## src/design/room_pkg.sv

```systemverilog
// Operation
// - Occupancy mode 0 holds comfort permanently and ignores the presence input.
// - Occupancy mode 1 runs reduced, goes to comfort on presence and returns after the run-down.
// - Occupancy mode 2 gives comfort while presence is seen and standby otherwise.
// - Occupancy mode 5 holds reduced permanently and presence has no effect.
// - A read/write change-over bit selects heating with 0 and cooling with 1.
// - A read/write dew-point bit reads 0 for dry and 1 for condensation.
// - Each analogue output follows its 0 to 100 percent register while the application leaves it free.
// - Each PWM output runs at the 0 to 100 percent duty of its register while the application leaves it free.
// - With remote-I/O selection active every analogue and PWM output is driven from its manual register.
// - In manual control mode the heating valve follows the heating manual level in percent.
// - In manual control mode the cooling valve follows the cooling manual level in percent.
// - Inversion bits 0 to 3 invert PWM a, PWM b, analogue a and analogue b when set.
// - The comfort run-down is set in ten-minute steps from 0 to 24.
// - Writing code 10 to the control mode register selects manual control.
package room_pkg;

  localparam int ADDR_W = 8;
  localparam int DATA_W = 32;
  localparam int PCT_W = 7;

  // register offsets
  localparam logic [ADDR_W-1:0] OFS_RUNDOWN = 8'h00;
  localparam logic [ADDR_W-1:0] OFS_CTRL_MODE = 8'h1f;
  localparam logic [ADDR_W-1:0] OFS_OCC_MODE = 8'h24;
  localparam logic [ADDR_W-1:0] OFS_CHANGEOVER = 8'h26;
  localparam logic [ADDR_W-1:0] OFS_DEW_POINT = 8'h27;
  localparam logic [ADDR_W-1:0] OFS_AO_A = 8'h2d;
  localparam logic [ADDR_W-1:0] OFS_AO_B = 8'h2e;
  localparam logic [ADDR_W-1:0] OFS_PWM_A = 8'h2f;
  localparam logic [ADDR_W-1:0] OFS_PWM_B = 8'h30;
  localparam logic [ADDR_W-1:0] OFS_HEAT_MAN = 8'h38;
  localparam logic [ADDR_W-1:0] OFS_COOL_MAN = 8'h39;
  localparam logic [ADDR_W-1:0] OFS_EFF_MODE = 8'h3b;
  localparam logic [ADDR_W-1:0] OFS_INVERT = 8'h90;

  // occupancy mode codes
  localparam logic [7:0] OCC_COMFORT_FIXED = 8'h00;
  localparam logic [7:0] OCC_REDUCED_PRESENCE = 8'h01;
  localparam logic [7:0] OCC_STANDBY_PRESENCE = 8'h02;
  localparam logic [7:0] OCC_REDUCED_FIXED = 8'h05;

  // control mode code for manual valve control
  localparam logic [7:0] CTRL_MANUAL = 8'h0a;

  // inversion mask bit positions
  localparam int INV_PWM_A = 0;
  localparam int INV_PWM_B = 1;
  localparam int INV_AO_A = 2;
  localparam int INV_AO_B = 3;

  // reset values
  localparam logic [7:0] OCC_MODE_RST = 8'h00;
  localparam logic [7:0] CTRL_MODE_RST = 8'h00;
  localparam logic [4:0] RUNDOWN_RST = 5'h00;
  localparam logic [PCT_W-1:0] PCT_RST = 7'h00;
  localparam logic [3:0] INVERT_RST = 4'h0;

  localparam logic [PCT_W-1:0] PCT_MAX = 7'h64;
  localparam logic [4:0] RUNDOWN_MAX = 5'h18;

  // timing
  localparam longint CLK_HZ = 40_000_000;
  localparam longint RUNDOWN_STEP_MIN = 10;
  localparam longint RUNDOWN_STEP_CYCLES = RUNDOWN_STEP_MIN * 60 * CLK_HZ;
  localparam longint PWM_STEP_CYCLES = 4000;

  typedef enum logic [1:0]
  {
    EFF_COMFORT = 2'b00,
    EFF_REDUCED = 2'b01,
    EFF_STANDBY = 2'b10
  } eff_mode_t;

  typedef struct packed
  {
    logic wr;
    logic rd;
    logic [ADDR_W-1:0] addr;
    logic [DATA_W-1:0] wdata;
  } reg_req_t;

  typedef struct packed
  {
    logic [PCT_W-1:0] heat;
    logic [PCT_W-1:0] cool;
    logic [PCT_W-1:0] ao_a;
    logic [PCT_W-1:0] ao_b;
    logic [PCT_W-1:0] pwm_a;
    logic [PCT_W-1:0] pwm_b;
  } levels_t;

endpackage

```

## src/design/pwm_channel.sv

```systemverilog
module pwm_channel #(
  parameter longint STEP_CYCLES = 4000
) (
  input wire logic clk_i,
  input wire logic rst_b_i,
  input wire logic ce_i,
  input wire logic [room_pkg::PCT_W-1:0] duty_i,
  input wire logic invert_i,
  output logic pwm_o
);
  import room_pkg::*;

  logic [31:0] pre_reg;
  logic [31:0] pre_next;
  logic [PCT_W-1:0] slot_reg;
  logic [PCT_W-1:0] slot_next;
  logic pwm_reg;
  logic pwm_next;

  // one period is 100 slots; duty counts slots high
  always_comb
  begin
    pre_next = pre_reg;
    slot_next = slot_reg;
    if (pre_reg == 32'(STEP_CYCLES - 1))
    begin
      pre_next = 32'h0;
      slot_next = (slot_reg == PCT_MAX - 7'h01) ? 7'h00 : slot_reg + 7'h01;
    end
    else
    begin
      pre_next = pre_reg + 32'h1;
    end
    pwm_next = (slot_reg < duty_i) ^ invert_i;
  end

  always_ff @(posedge clk_i or negedge rst_b_i)
  begin
    if (!rst_b_i)
    begin
      pre_reg <= 32'h0;
      slot_reg <= 7'h00;
      pwm_reg <= 1'b0;
    end
    else if (ce_i)
    begin
      pre_reg <= pre_next;
      slot_reg <= slot_next;
      pwm_reg <= pwm_next;
    end
  end

  assign pwm_o = pwm_reg;

endmodule

```

## src/design/room_mode_and_output_regs.sv

```systemverilog
module room_mode_and_output_regs #(
  parameter longint STEP_CYCLES = room_pkg::RUNDOWN_STEP_CYCLES,
  parameter longint PWM_STEP = room_pkg::PWM_STEP_CYCLES
) (
  input wire logic clk_i,
  input wire logic rst_b_i,
  input wire logic ce_i,
  input wire room_pkg::reg_req_t req_i,
  output logic [room_pkg::DATA_W-1:0] rdata_o,
  input wire logic presence_i,
  input wire logic remote_io_selection_i,
  input wire logic [3:0] app_uses_output_i,
  input wire room_pkg::levels_t app_levels_i,
  output room_pkg::eff_mode_t eff_mode_o,
  output logic changeover_cooling_o,
  output logic dew_point_wet_o,
  output logic manual_control_o,
  output logic [room_pkg::PCT_W-1:0] heating_valve_o,
  output logic [room_pkg::PCT_W-1:0] cooling_valve_o,
  output logic [room_pkg::PCT_W-1:0] analog_output_a_o,
  output logic [room_pkg::PCT_W-1:0] analog_output_b_o,
  output logic pwm_output_a_o,
  output logic pwm_output_b_o
);
  import room_pkg::*;

  // software-visible state
  logic [4:0] rundown_reg;
  logic [4:0] rundown_next;
  logic [7:0] ctrl_mode_reg;
  logic [7:0] ctrl_mode_next;
  logic manual_reg;
  logic manual_next;
  logic [7:0] occ_mode_reg;
  logic [7:0] occ_mode_next;
  logic changeover_reg;
  logic changeover_next;
  logic dew_point_reg;
  logic dew_point_next;
  levels_t man_reg;
  levels_t man_next;
  logic [3:0] invert_reg;
  logic [3:0] invert_next;
  logic [DATA_W-1:0] rdata_reg;
  logic [DATA_W-1:0] rdata_next;

  // occupancy state
  eff_mode_t eff_reg;
  eff_mode_t eff_next;
  logic [35:0] pre_reg;
  logic [35:0] pre_next;
  logic [4:0] step_reg;
  logic [4:0] step_next;
  logic rundown_live;
  logic step_done;

  // output state
  levels_t out_reg;
  levels_t out_next;

  // per-output steering, indexed in inversion-mask order
  logic [3:0] out_free;
  logic [PCT_W-1:0] man_lvl [4];
  logic [PCT_W-1:0] app_lvl [4];
  logic [PCT_W-1:0] src_lvl [4];

  logic wr_hit;
  logic [PCT_W-1:0] wr_pct;
  logic [4:0] wr_rundown;

  // out-of-range percent writes saturate instead of wrapping
  function automatic logic [PCT_W-1:0] clamp_pct(input logic [DATA_W-1:0] v);
    logic [PCT_W-1:0] r;
    r = (v > 32'(PCT_MAX)) ? PCT_MAX : v[PCT_W-1:0];
    return r;
  endfunction

  function automatic logic [PCT_W-1:0] flip_pct(input logic [PCT_W-1:0] v,
                                               input logic inv);
    logic [PCT_W-1:0] r;
    r = inv ? PCT_MAX - v : v;
    return r;
  endfunction

  function automatic logic [4:0] clamp_rundown(input logic [DATA_W-1:0] v);
    logic [4:0] r;
    r = (v > 32'(RUNDOWN_MAX)) ? RUNDOWN_MAX : v[4:0];
    return r;
  endfunction

  // ---------------- register port ----------------
  always_comb
  begin
    wr_hit = req_i.wr;
    wr_pct = clamp_pct(req_i.wdata);
    wr_rundown = clamp_rundown(req_i.wdata);
    rundown_next = rundown_reg;
    ctrl_mode_next = ctrl_mode_reg;
    occ_mode_next = occ_mode_reg;
    changeover_next = changeover_reg;
    dew_point_next = dew_point_reg;
    man_next = man_reg;
    invert_next = invert_reg;
    // unmapped and read-only offsets fall through, so such writes are dropped
    if (wr_hit)
    begin
      case (req_i.addr)
        OFS_RUNDOWN: rundown_next = wr_rundown;
        OFS_CTRL_MODE: ctrl_mode_next = req_i.wdata[7:0];
        OFS_OCC_MODE: occ_mode_next = req_i.wdata[7:0];
        OFS_CHANGEOVER: changeover_next = req_i.wdata[0];
        OFS_DEW_POINT: dew_point_next = req_i.wdata[0];
        OFS_AO_A: man_next.ao_a = wr_pct;
        OFS_AO_B: man_next.ao_b = wr_pct;
        OFS_PWM_A: man_next.pwm_a = wr_pct;
        OFS_PWM_B: man_next.pwm_b = wr_pct;
        OFS_HEAT_MAN: man_next.heat = wr_pct;
        OFS_COOL_MAN: man_next.cool = wr_pct;
        OFS_INVERT: invert_next = req_i.wdata[3:0];
        default: ;
      endcase
    end
    // kept in a flop so the status pin stays glitch-free
    manual_next = (ctrl_mode_next == CTRL_MANUAL);
  end

  // read data is registered; unmapped offsets read zero
  always_comb
  begin
    rdata_next = rdata_reg;
    if (req_i.rd)
    begin
      case (req_i.addr)
        OFS_RUNDOWN: rdata_next = {27'h0, rundown_reg};
        OFS_CTRL_MODE: rdata_next = {24'h0, ctrl_mode_reg};
        OFS_OCC_MODE: rdata_next = {24'h0, occ_mode_reg};
        OFS_CHANGEOVER: rdata_next = {31'h0, changeover_reg};
        OFS_DEW_POINT: rdata_next = {31'h0, dew_point_reg};
        OFS_AO_A: rdata_next = {25'h0, man_reg.ao_a};
        OFS_AO_B: rdata_next = {25'h0, man_reg.ao_b};
        OFS_PWM_A: rdata_next = {25'h0, man_reg.pwm_a};
        OFS_PWM_B: rdata_next = {25'h0, man_reg.pwm_b};
        OFS_HEAT_MAN: rdata_next = {25'h0, man_reg.heat};
        OFS_COOL_MAN: rdata_next = {25'h0, man_reg.cool};
        OFS_EFF_MODE: rdata_next = {30'h0, eff_reg};
        OFS_INVERT: rdata_next = {28'h0, invert_reg};
        default: rdata_next = 32'h0;
      endcase
    end
  end

  always_ff @(posedge clk_i or negedge rst_b_i)
  begin
    if (!rst_b_i)
    begin
      rundown_reg <= RUNDOWN_RST;
      ctrl_mode_reg <= CTRL_MODE_RST;
      manual_reg <= (CTRL_MODE_RST == CTRL_MANUAL);
      occ_mode_reg <= OCC_MODE_RST;
      changeover_reg <= 1'b0;
      dew_point_reg <= 1'b0;
      man_reg <= '0;
      invert_reg <= INVERT_RST;
      rdata_reg <= 32'h0;
    end
    else if (ce_i)
    begin
      rundown_reg <= rundown_next;
      ctrl_mode_reg <= ctrl_mode_next;
      manual_reg <= manual_next;
      occ_mode_reg <= occ_mode_next;
      changeover_reg <= changeover_next;
      dew_point_reg <= dew_point_next;
      man_reg <= man_next;
      invert_reg <= invert_next;
      rdata_reg <= rdata_next;
    end
  end

  // ---------------- occupancy mode ----------------
  // the run-down timer only runs in the presence-driven reduced mode;
  // it is cleared elsewhere so a stale count cannot hold comfort later
  always_comb
  begin
    pre_next = pre_reg;
    step_next = step_reg;
    eff_next = eff_reg;
    rundown_live = (eff_reg == EFF_COMFORT) && (step_reg != 5'h00);
    step_done = (pre_reg == 36'(STEP_CYCLES - 1));
    unique case (occ_mode_reg)
      OCC_COMFORT_FIXED:
      begin
        pre_next = 36'h0;
        step_next = 5'h00;
        eff_next = EFF_COMFORT;
      end
      OCC_REDUCED_PRESENCE:
      begin
        if (presence_i)
        begin
          pre_next = 36'h0;
          step_next = rundown_reg;
          eff_next = EFF_COMFORT;
        end
        else if (rundown_live)
        begin
          eff_next = EFF_COMFORT;
          if (step_done)
          begin
            pre_next = 36'h0;
            step_next = step_reg - 5'h01;
          end
          else
          begin
            pre_next = pre_reg + 36'h1;
          end
        end
        else
        begin
          pre_next = 36'h0;
          step_next = 5'h00;
          eff_next = EFF_REDUCED;
        end
      end
      OCC_STANDBY_PRESENCE:
      begin
        pre_next = 36'h0;
        step_next = 5'h00;
        eff_next = presence_i ? EFF_COMFORT : EFF_STANDBY;
      end
      OCC_REDUCED_FIXED:
      begin
        pre_next = 36'h0;
        step_next = 5'h00;
        eff_next = EFF_REDUCED;
      end
      default:
      begin
        // undefined codes fall back to comfort, the safe occupied state
        pre_next = 36'h0;
        step_next = 5'h00;
        eff_next = EFF_COMFORT;
      end
    endcase
  end

  always_ff @(posedge clk_i or negedge rst_b_i)
  begin
    if (!rst_b_i)
    begin
      pre_reg <= 36'h0;
      step_reg <= 5'h00;
      eff_reg <= EFF_COMFORT;
    end
    else if (ce_i)
    begin
      pre_reg <= pre_next;
      step_reg <= step_next;
      eff_reg <= eff_next;
    end
  end

  // ---------------- output steering ----------------
  // slots follow the inversion mask: pwm a, pwm b, analogue a, analogue b
  always_comb
  begin
    man_lvl[INV_PWM_A] = man_reg.pwm_a;
    man_lvl[INV_PWM_B] = man_reg.pwm_b;
    man_lvl[INV_AO_A] = man_reg.ao_a;
    man_lvl[INV_AO_B] = man_reg.ao_b;
    app_lvl[INV_PWM_A] = app_levels_i.pwm_a;
    app_lvl[INV_PWM_B] = app_levels_i.pwm_b;
    app_lvl[INV_AO_A] = app_levels_i.ao_a;
    app_lvl[INV_AO_B] = app_levels_i.ao_b;
  end

  // remote-I/O wins over the application; otherwise a register only
  // reaches an output the application leaves free
  assign out_free = ~app_uses_output_i | {4{remote_io_selection_i}};

  for (genvar k = 0; k < 4; k++)
  begin : g_steer
    assign src_lvl[k] = out_free[k] ? man_lvl[k] : app_lvl[k];
  end

  // analogue inversion mirrors the level; pwm inversion is left to the
  // channel, which complements the waveform instead
  always_comb
  begin
    out_next = out_reg;
    out_next.pwm_a = src_lvl[INV_PWM_A];
    out_next.pwm_b = src_lvl[INV_PWM_B];
    out_next.ao_a = flip_pct(src_lvl[INV_AO_A], invert_reg[INV_AO_A]);
    out_next.ao_b = flip_pct(src_lvl[INV_AO_B], invert_reg[INV_AO_B]);
    if (manual_reg)
    begin
      out_next.heat = man_reg.heat;
      out_next.cool = man_reg.cool;
    end
    else
    begin
      out_next.heat = app_levels_i.heat;
      out_next.cool = app_levels_i.cool;
    end
  end

  always_ff @(posedge clk_i or negedge rst_b_i)
  begin
    if (!rst_b_i)
    begin
      out_reg <= '0;
    end
    else if (ce_i)
    begin
      out_reg <= out_next;
    end
  end

  pwm_channel #(
    .STEP_CYCLES(PWM_STEP)
  ) u_pwm_a (
    .clk_i(clk_i),
    .rst_b_i(rst_b_i),
    .ce_i(ce_i),
    .duty_i(out_reg.pwm_a),
    .invert_i(invert_reg[INV_PWM_A]),
    .pwm_o(pwm_output_a_o)
  );

  pwm_channel #(
    .STEP_CYCLES(PWM_STEP)
  ) u_pwm_b (
    .clk_i(clk_i),
    .rst_b_i(rst_b_i),
    .ce_i(ce_i),
    .duty_i(out_reg.pwm_b),
    .invert_i(invert_reg[INV_PWM_B]),
    .pwm_o(pwm_output_b_o)
  );

  // status and level pins
  assign rdata_o = rdata_reg;
  assign eff_mode_o = eff_reg;
  assign changeover_cooling_o = changeover_reg;
  assign dew_point_wet_o = dew_point_reg;
  assign manual_control_o = manual_reg;
  assign heating_valve_o = out_reg.heat;
  assign cooling_valve_o = out_reg.cool;
  assign analog_output_a_o = out_reg.ao_a;
  assign analog_output_b_o = out_reg.ao_b;

endmodule

```

## config.mk

```make
export PLATFORM = sky130hd
export DESIGN_NAME = room_mode_and_output_regs
export DESIGN_NICKNAME = d
export VERILOG_FILES = /design/src/design/room_pkg.sv /design/src/design/pwm_channel.sv /design/src/design/room_mode_and_output_regs.sv
export SDC_FILE = /design/constraint.sdc
export NUM_CORES = 1
export LEC_CHECK = 0
export BUFFER_PORTS_ARGS = -buffer_cell sky130_fd_sc_hd__buf_2
export CORE_ASPECT_RATIO = 1.5
export CORE_MARGIN = 4
export CORE_UTILIZATION = 52
export CTS_BUF_LIST = sky130_fd_sc_hd__clkbuf_16
export CTS_CLUSTER_SIZE = 8
export DETAILED_ROUTE_END_ITERATION = 6
export GPL_ROUTABILITY_DRIVEN = 0
export PLACE_DENSITY = 0.79
export SETUP_SLACK_MARGIN = 0.5
export SLEW_MARGIN = 20
export SYNTH_ARGS = -nofsm -noshare
export SYNTH_HDL_FRONTEND = slang
export SYNTH_SLANG_ARGS = --single-unit
export TNS_END_PERCENT = 100
```

## constraint.sdc

```tcl
create_clock -name clk_i -period 2.7 [get_ports clk_i]
set_input_delay 0.135 -clock clk_i [delete_from_list [all_inputs] [get_ports clk_i]]
set_output_delay 0.135 -clock clk_i [all_outputs]
set_load 0.03 [all_outputs]
```

**Yosys cells after proc, flatten, opt, wreduce, memory -nomap -nowiden**

Index checks and enable logic that the tools add are counted.

- Register bits: 267
- Bits in latches: 0
- RAM bits: 0
- ROM bits: 0
- Input port bits: 93
- Word-level logic and storage cells: 114
- Memories kept: 0

- Add/subtract/negate cells: 8
- Multipliers: 0
- Divide/modulo/power cells: 0
- $lt $le $gt $ge: 4
- Equality and inequality tests: 22
- Shift-type cells: 0
- Mux-type cells: 28
- Bitwise logic cells: 4
- Reductions and logical operators: 19

Operator list:

| operator | count |
|---|---|
| 2-to-1 mux 36 bit | 4 |
| one-hot mux 8 bit (13 select lines) | 1 |
| == test 8 x 6 -> 1 bit, second input constant | 10 |
| adder 32 x 1 -> 32 bit, second input constant | 2 |
| == test 32 x 12 -> 1 bit, second input constant | 2 |
| 2-to-1 mux 32 bit | 2 |
| 2-to-1 mux 7 bit | 9 |
| adder 36 x 1 -> 36 bit, second input constant | 1 |
| == test 36 x 35 -> 1 bit, second input constant | 1 |
| AND reduction 3 bit | 11 |
| greater-than comparator 32 x 5 -> 1 bit, second input constant | 1 |
| greater-than comparator 32 x 7 -> 1 bit, second input constant | 1 |
| 2-to-1 mux 5 bit | 5 |
| 2-to-1 mux 8 bit | 2 |
| adder 7 x 1 -> 7 bit, second input constant | 2 |
| == test 7 bit, second input constant | 2 |
| < comparator 7 bit | 2 |
| 2-to-1 mux 14 bit | 1 |
| subtractor 7 bit, first input constant | 2 |
| == test 8 x 1 -> 1 bit, second input constant | 1 |
| == test 8 x 2 -> 1 bit, second input constant | 1 |
| == test 8 x 3 -> 1 bit, second input constant | 1 |
| == test 8 x 4 -> 1 bit, second input constant | 1 |
| == test 8 x 5 -> 1 bit, second input constant | 1 |
| other kinds (14) | 19 |

**Longest topological paths before layout**

- Depth after elaboration: 5
- Gate-level depth with buffers: 9

**Modules after synthesis**

Synthesis repeated with hierarchy kept, for this count alone.

- Cell total of the unflattened synthesis: 1292
- Area total of the unflattened synthesis: 13221.4 µm²

By module, submodules not included:

| module | instances | cells each | area an instance (µm²) |
|---|---|---|---|
| room_mode_and_output_regs | 1 | 894 | 8967.4 |
| pwm_channel | 2 | 199 | 2127.0 |

**Worst setup path before layout**

OpenSTA, ideal clock, no wires.

- Path type: register to register
- Start point: register pre_reg[27]
- End point: register step_reg[0]
- Library setup time: 127 ps
- Data arrival time: 2175 ps
- Required time: 2573 ps
- Slack: 398 ps
- Stages on the path, launching flop included: 7
- Clock period less this slack: 2302 ps
- Cell sequence: dfrtp_1 or4_1 or4_1 nor4_2 o21a_1 buf_4 mux2_1

- Longest elaborated chain between the ends: 3

RTL lines:

| what | RTL line | RTL |
|---|---|---|
| start: declaration | room_mode_and_output_regs.sv:50 | `logic [35:0] pre_reg;` |
| start signal: assignment | room_mode_and_output_regs.sv:257 | `pre_reg <= pre_next;` |
| == test 36 x 35 -> 1 bit | room_mode_and_output_regs.sv:189 | `step_done = (pre_reg == 36'(STEP_CYCLES - 1));` |
| inequality test 4 bit (no source line) | n/a |  |
| AND reduction 2 bit (no source line) | n/a |  |
| end signal: assignment | room_mode_and_output_regs.sv:258 | `step_reg <= step_next;` |
| end: declaration | room_mode_and_output_regs.sv:52 | `logic [4:0] step_reg;` |

No other way between the ends.
A chain may end at the register's enable or synchronous reset.

**Worst setup path after layout**

- Start point: register pre_reg[27]
- End point: register pre_reg[14]

- Longest elaborated chain between the ends: 5

RTL lines:

| what | RTL line | RTL |
|---|---|---|
| == test 36 x 35 -> 1 bit | room_mode_and_output_regs.sv:189 |  |
| 2-to-1 mux 36 bit | room_mode_and_output_regs.sv:208 | `if (step_done)` |
| 2-to-1 mux 36 bit | room_mode_and_output_regs.sv:205 | `else if (rundown_live)` |
| 2-to-1 mux 36 bit | room_mode_and_output_regs.sv:199 | `if (presence_i)` |
| 2-to-1 mux 36 bit | room_mode_and_output_regs.sv:190 | `unique case (occ_mode_reg)` |

No other way between the ends.

==> key figures <==
Drt
  • Pre-antenna DRT Iters: 7
  • Via density: just over 6
  • DRT antenna net count: 0
  • Post-route DRC: 4
  • Final wirelength: 36200 um
  • Average routed wire per standard cell: 20.3 um
  • Vias: 10.8k
  • 1st-iter DRT viols: between 700 and 800

Timing
  • Post-route setup slack: between 0.3 and 0.4 ns
  • Pin slew with the least headroom to its limit: around 0.83 ns
  • Final period util: 86.3%
  • Clock Skews: 0.0175 ns
  • Hold Violations, Final: 0
  • Setup Viol. Count Final: 0
  • Final slew viol count: 0
  • Post-layout minimum cycle time: 2.33 ns
  • Setup TNS: 0 ns
  • RSZ-0062 raised after global routing: yes
  • Worst slew margin: 44.8%
  • Fmax achieved: 0.429 GHz

Placement
  • Placed Cells: 1699
  • Port Buffers: roughly 140
  • DP HPWL: 24800 um
  • Worst slack, placed: 0.235 ns
  • Placed instance area: 14000 sq um

Power
  • Sw frac: about a quarter
  • Psw: 2.32 mW
  • Seq pwr share: 45.1%
  • Clock power share: 44.0%
  • Int Power: 6.54 mW
  • Total power: 8.87 mW
  • Power density cells: between 500 and 600 nW/um^2
  • Leakage: 7.05 nW
  • Worst VDD drop: 0.465 mV
  • Combinational group share of total power: 10.9%

CTS
  • Root Driver: clkbuf_16
  • CTS tree: yes
  • Clock Latency Late Sink: 0.50 ns
  • Inserted Clock Buffers: 36
  • CTS H-tree depth: 2
  • Clk slew on worst S/H paths: 0.05 ns
  • CTS Sinks: 243
  • CTS Buffer Depth: 3

Floorplanning
  • Die ar.: ~28000 sq um
  • Starting Density: between 50 and 60%
  • Row cnt: 70
  • Core ar.: 24600 sq um
  • Die X: 138 um
  • Chip height: 202 um
  • Num ports: 160

Synth
  • Commonest cells post-synth: dfrtp_1 (243), nor2_1 (121), nand2_1 (96), mux2_2 (87), xnor2_1 (60)
  • Share of the synthesized area in the top cell type: around 46%
  • Cell with the most instances after synthesis: dfrtp_1
  • Post-synthesis sequential area ratio: a little under half
  • Synth Warn #: 0
  • Post-synth top area cell: dfrtp_1
  • Synth Cell Area: roughly 13000 sq um
  • Largest cells by area after synthesis: dfrtp_1 (46%), mux2_2 (7.5%), xnor2_1 (4.0%), nor2_1 (3.5%), mux2i_1 (3.4%)
  • Mapped Cells: 1288
  • Yosys cell types: 72
  • Top_reg_cell synth: dfrtp_1
  • Fraction of registers with async set/reset: 100%
  • Post-synth EDFFs: 0
  • Syn Area/Cell: 10.2 sq um
  • Yosys reg bits: ~240

Cells and area
  • Layout area overhead: 19.3%
  • Layout Cells excl Fill: 1784
  • Fin area: roughly 16000 sq um
  • Max reg flops: 36
  • Filler cell count in the final layout: 1831
  • Ant diodes: 0
  • Final #Nets: 1572
  • Share of cells above drive strength 1: 25.1%

Worst setup path
  • Critical Path End Type: flop
  • Critical Path Start Type: flop
  • Critical Path AT: 2.71 ns
  • Worst Path Max Fanout: 8
  • Critical Path RT: ~3.1 ns
  • Crit path kind: reg -> reg

GRT
  • GRT overflow: 0
  • Total GRT Usage: 26.2%
  • Vias in the first global route: 11.3k
  • Initial antenna violation count: 0
  • Largest net degree at the start of global routing: 89
  • First-pass GRT wire length: 58300 um

Worst hold path
  • Worst min path class: in -> reg

Run status
  • Status: finished, violations left
  • Failing checks: design-rule violations

Run
  • Max Cap Viol: 0
[critical path: stages, from the launching register on]
cell,delay [ns]
dfrtp_1,0.41
or4_1,0.54
or4_4,0.46
nor4_4,0.20
o21a_4,0.28
buf_12,0.15
buf_16,0.13
nor2_1,0.05
[stage by stage]
step,hold WS [ns],utilization (%)
global placement,0.186,56.7
floorplan,-0.161,-
detailed placement,0.192,56.7
finish,0.0323,63.5
CTS,0.0162,62.8
global route,0.0361,63.5
[cell type report]
cell class	count	area (sq um)	area share (%)
Tap cell	324	405	2.59
Timing Repair Buffer	211	1470	9.38
Multi-Input combinational cell	937	6640	42.4
Clock buffer	36	901	5.76
Clock inverter	3	32.5	0.208
Inverter	30	113	0.720
Sequential cell	243	6080	38.9
[kinds of logic (layout without fill, tap and decap cells)]
group                    count (synthesis)  in the layout  share of synthesized area, %
AND/OR/NAND/NOR                        494            494                          20.2
flip-flops                             243            243                          46.4
AO/OA/AOI/OAI                          170            170                          8.65
multiplexers                           136            136                          11.3
buffers and inverters                  131            280                          5.40
XOR/XNOR                                93             93                          6.21
adder cells (fa/ha/maj)                 20             20                          1.91
other                                    1             24                        0.0286
[metal layers]
| metal | up-vias | share of wire [%] | GRT usage [%] |
|---|---|---|---|
| li1 | 4912 | - | - |
| met1 | 5281 | 36 | 30.3 |
| met2 | 477 | 51 | 45.0 |
| met3 | 155 | 5.7 | 3.67 |
| met4 | 0 | 7.4 | 16.5 |
| met5 | - | 0 | 0 |
[final timing paths]
path,to,startpoint,slack [ns],cells after the start
worst max register to register,pre_reg[14],pre_reg[27],0.37,7
min in group asynchronous,occ_mode_reg[2],rst_b_i,0.22,2
max in group asynchronous,u_pwm_a.pre_reg[0],rst_b_i,1.70,3
worst min register to register,u_pwm_a.pre_reg[31],u_pwm_a.pre_reg[31],0.47,1
worst max-delay path,pre_reg[14],pre_reg[27],0.37,7
worst min-delay path,out_reg[11],app_levels_i[11],0.03,3
[power by group through the flow]
stage	registers, mW	logic, mW	clock network, mW
after global placement	4.04	0.849	0
after detailed placement	4.05	0.874	0
final	4.00	0.966	3.90
after CTS	3.99	0.954	3.97
after global routing	4.02	1.06	4.10
after floorplan	4.00	0.635	0
[cell usage in the layout, fill, tap and decap left out, types with 36 or more instances in the layout]
| master | instances |
|---|---|
| dfrtp_1 | 242 |
| buf_2 | 133 |
| nor2_1 | 98 |
| nand2_1 | 96 |
| mux2_2 | 87 |
| xnor2_1 | 59 |
| nand3_1 | 51 |
| mux2i_1 | 45 |
| nand4_1 | 42 |
| a21oi_1 | 41 |
| clkbuf_16 | 36 |
| dlygate4sd3_1 | 36 |
[repair_timing]
item / in CTS / in global routing
pin swaps: 7 / 11
endpoints found under the setup margin: 39 / 56
hold endpoints to repair: 124 / 0
buffers inserted: 4 / 3
gates resized for setup: 22 / 42
gates cloned: 3 / 0
hold buffers: 36 / 0
Power figures use the tool's default switching activity.
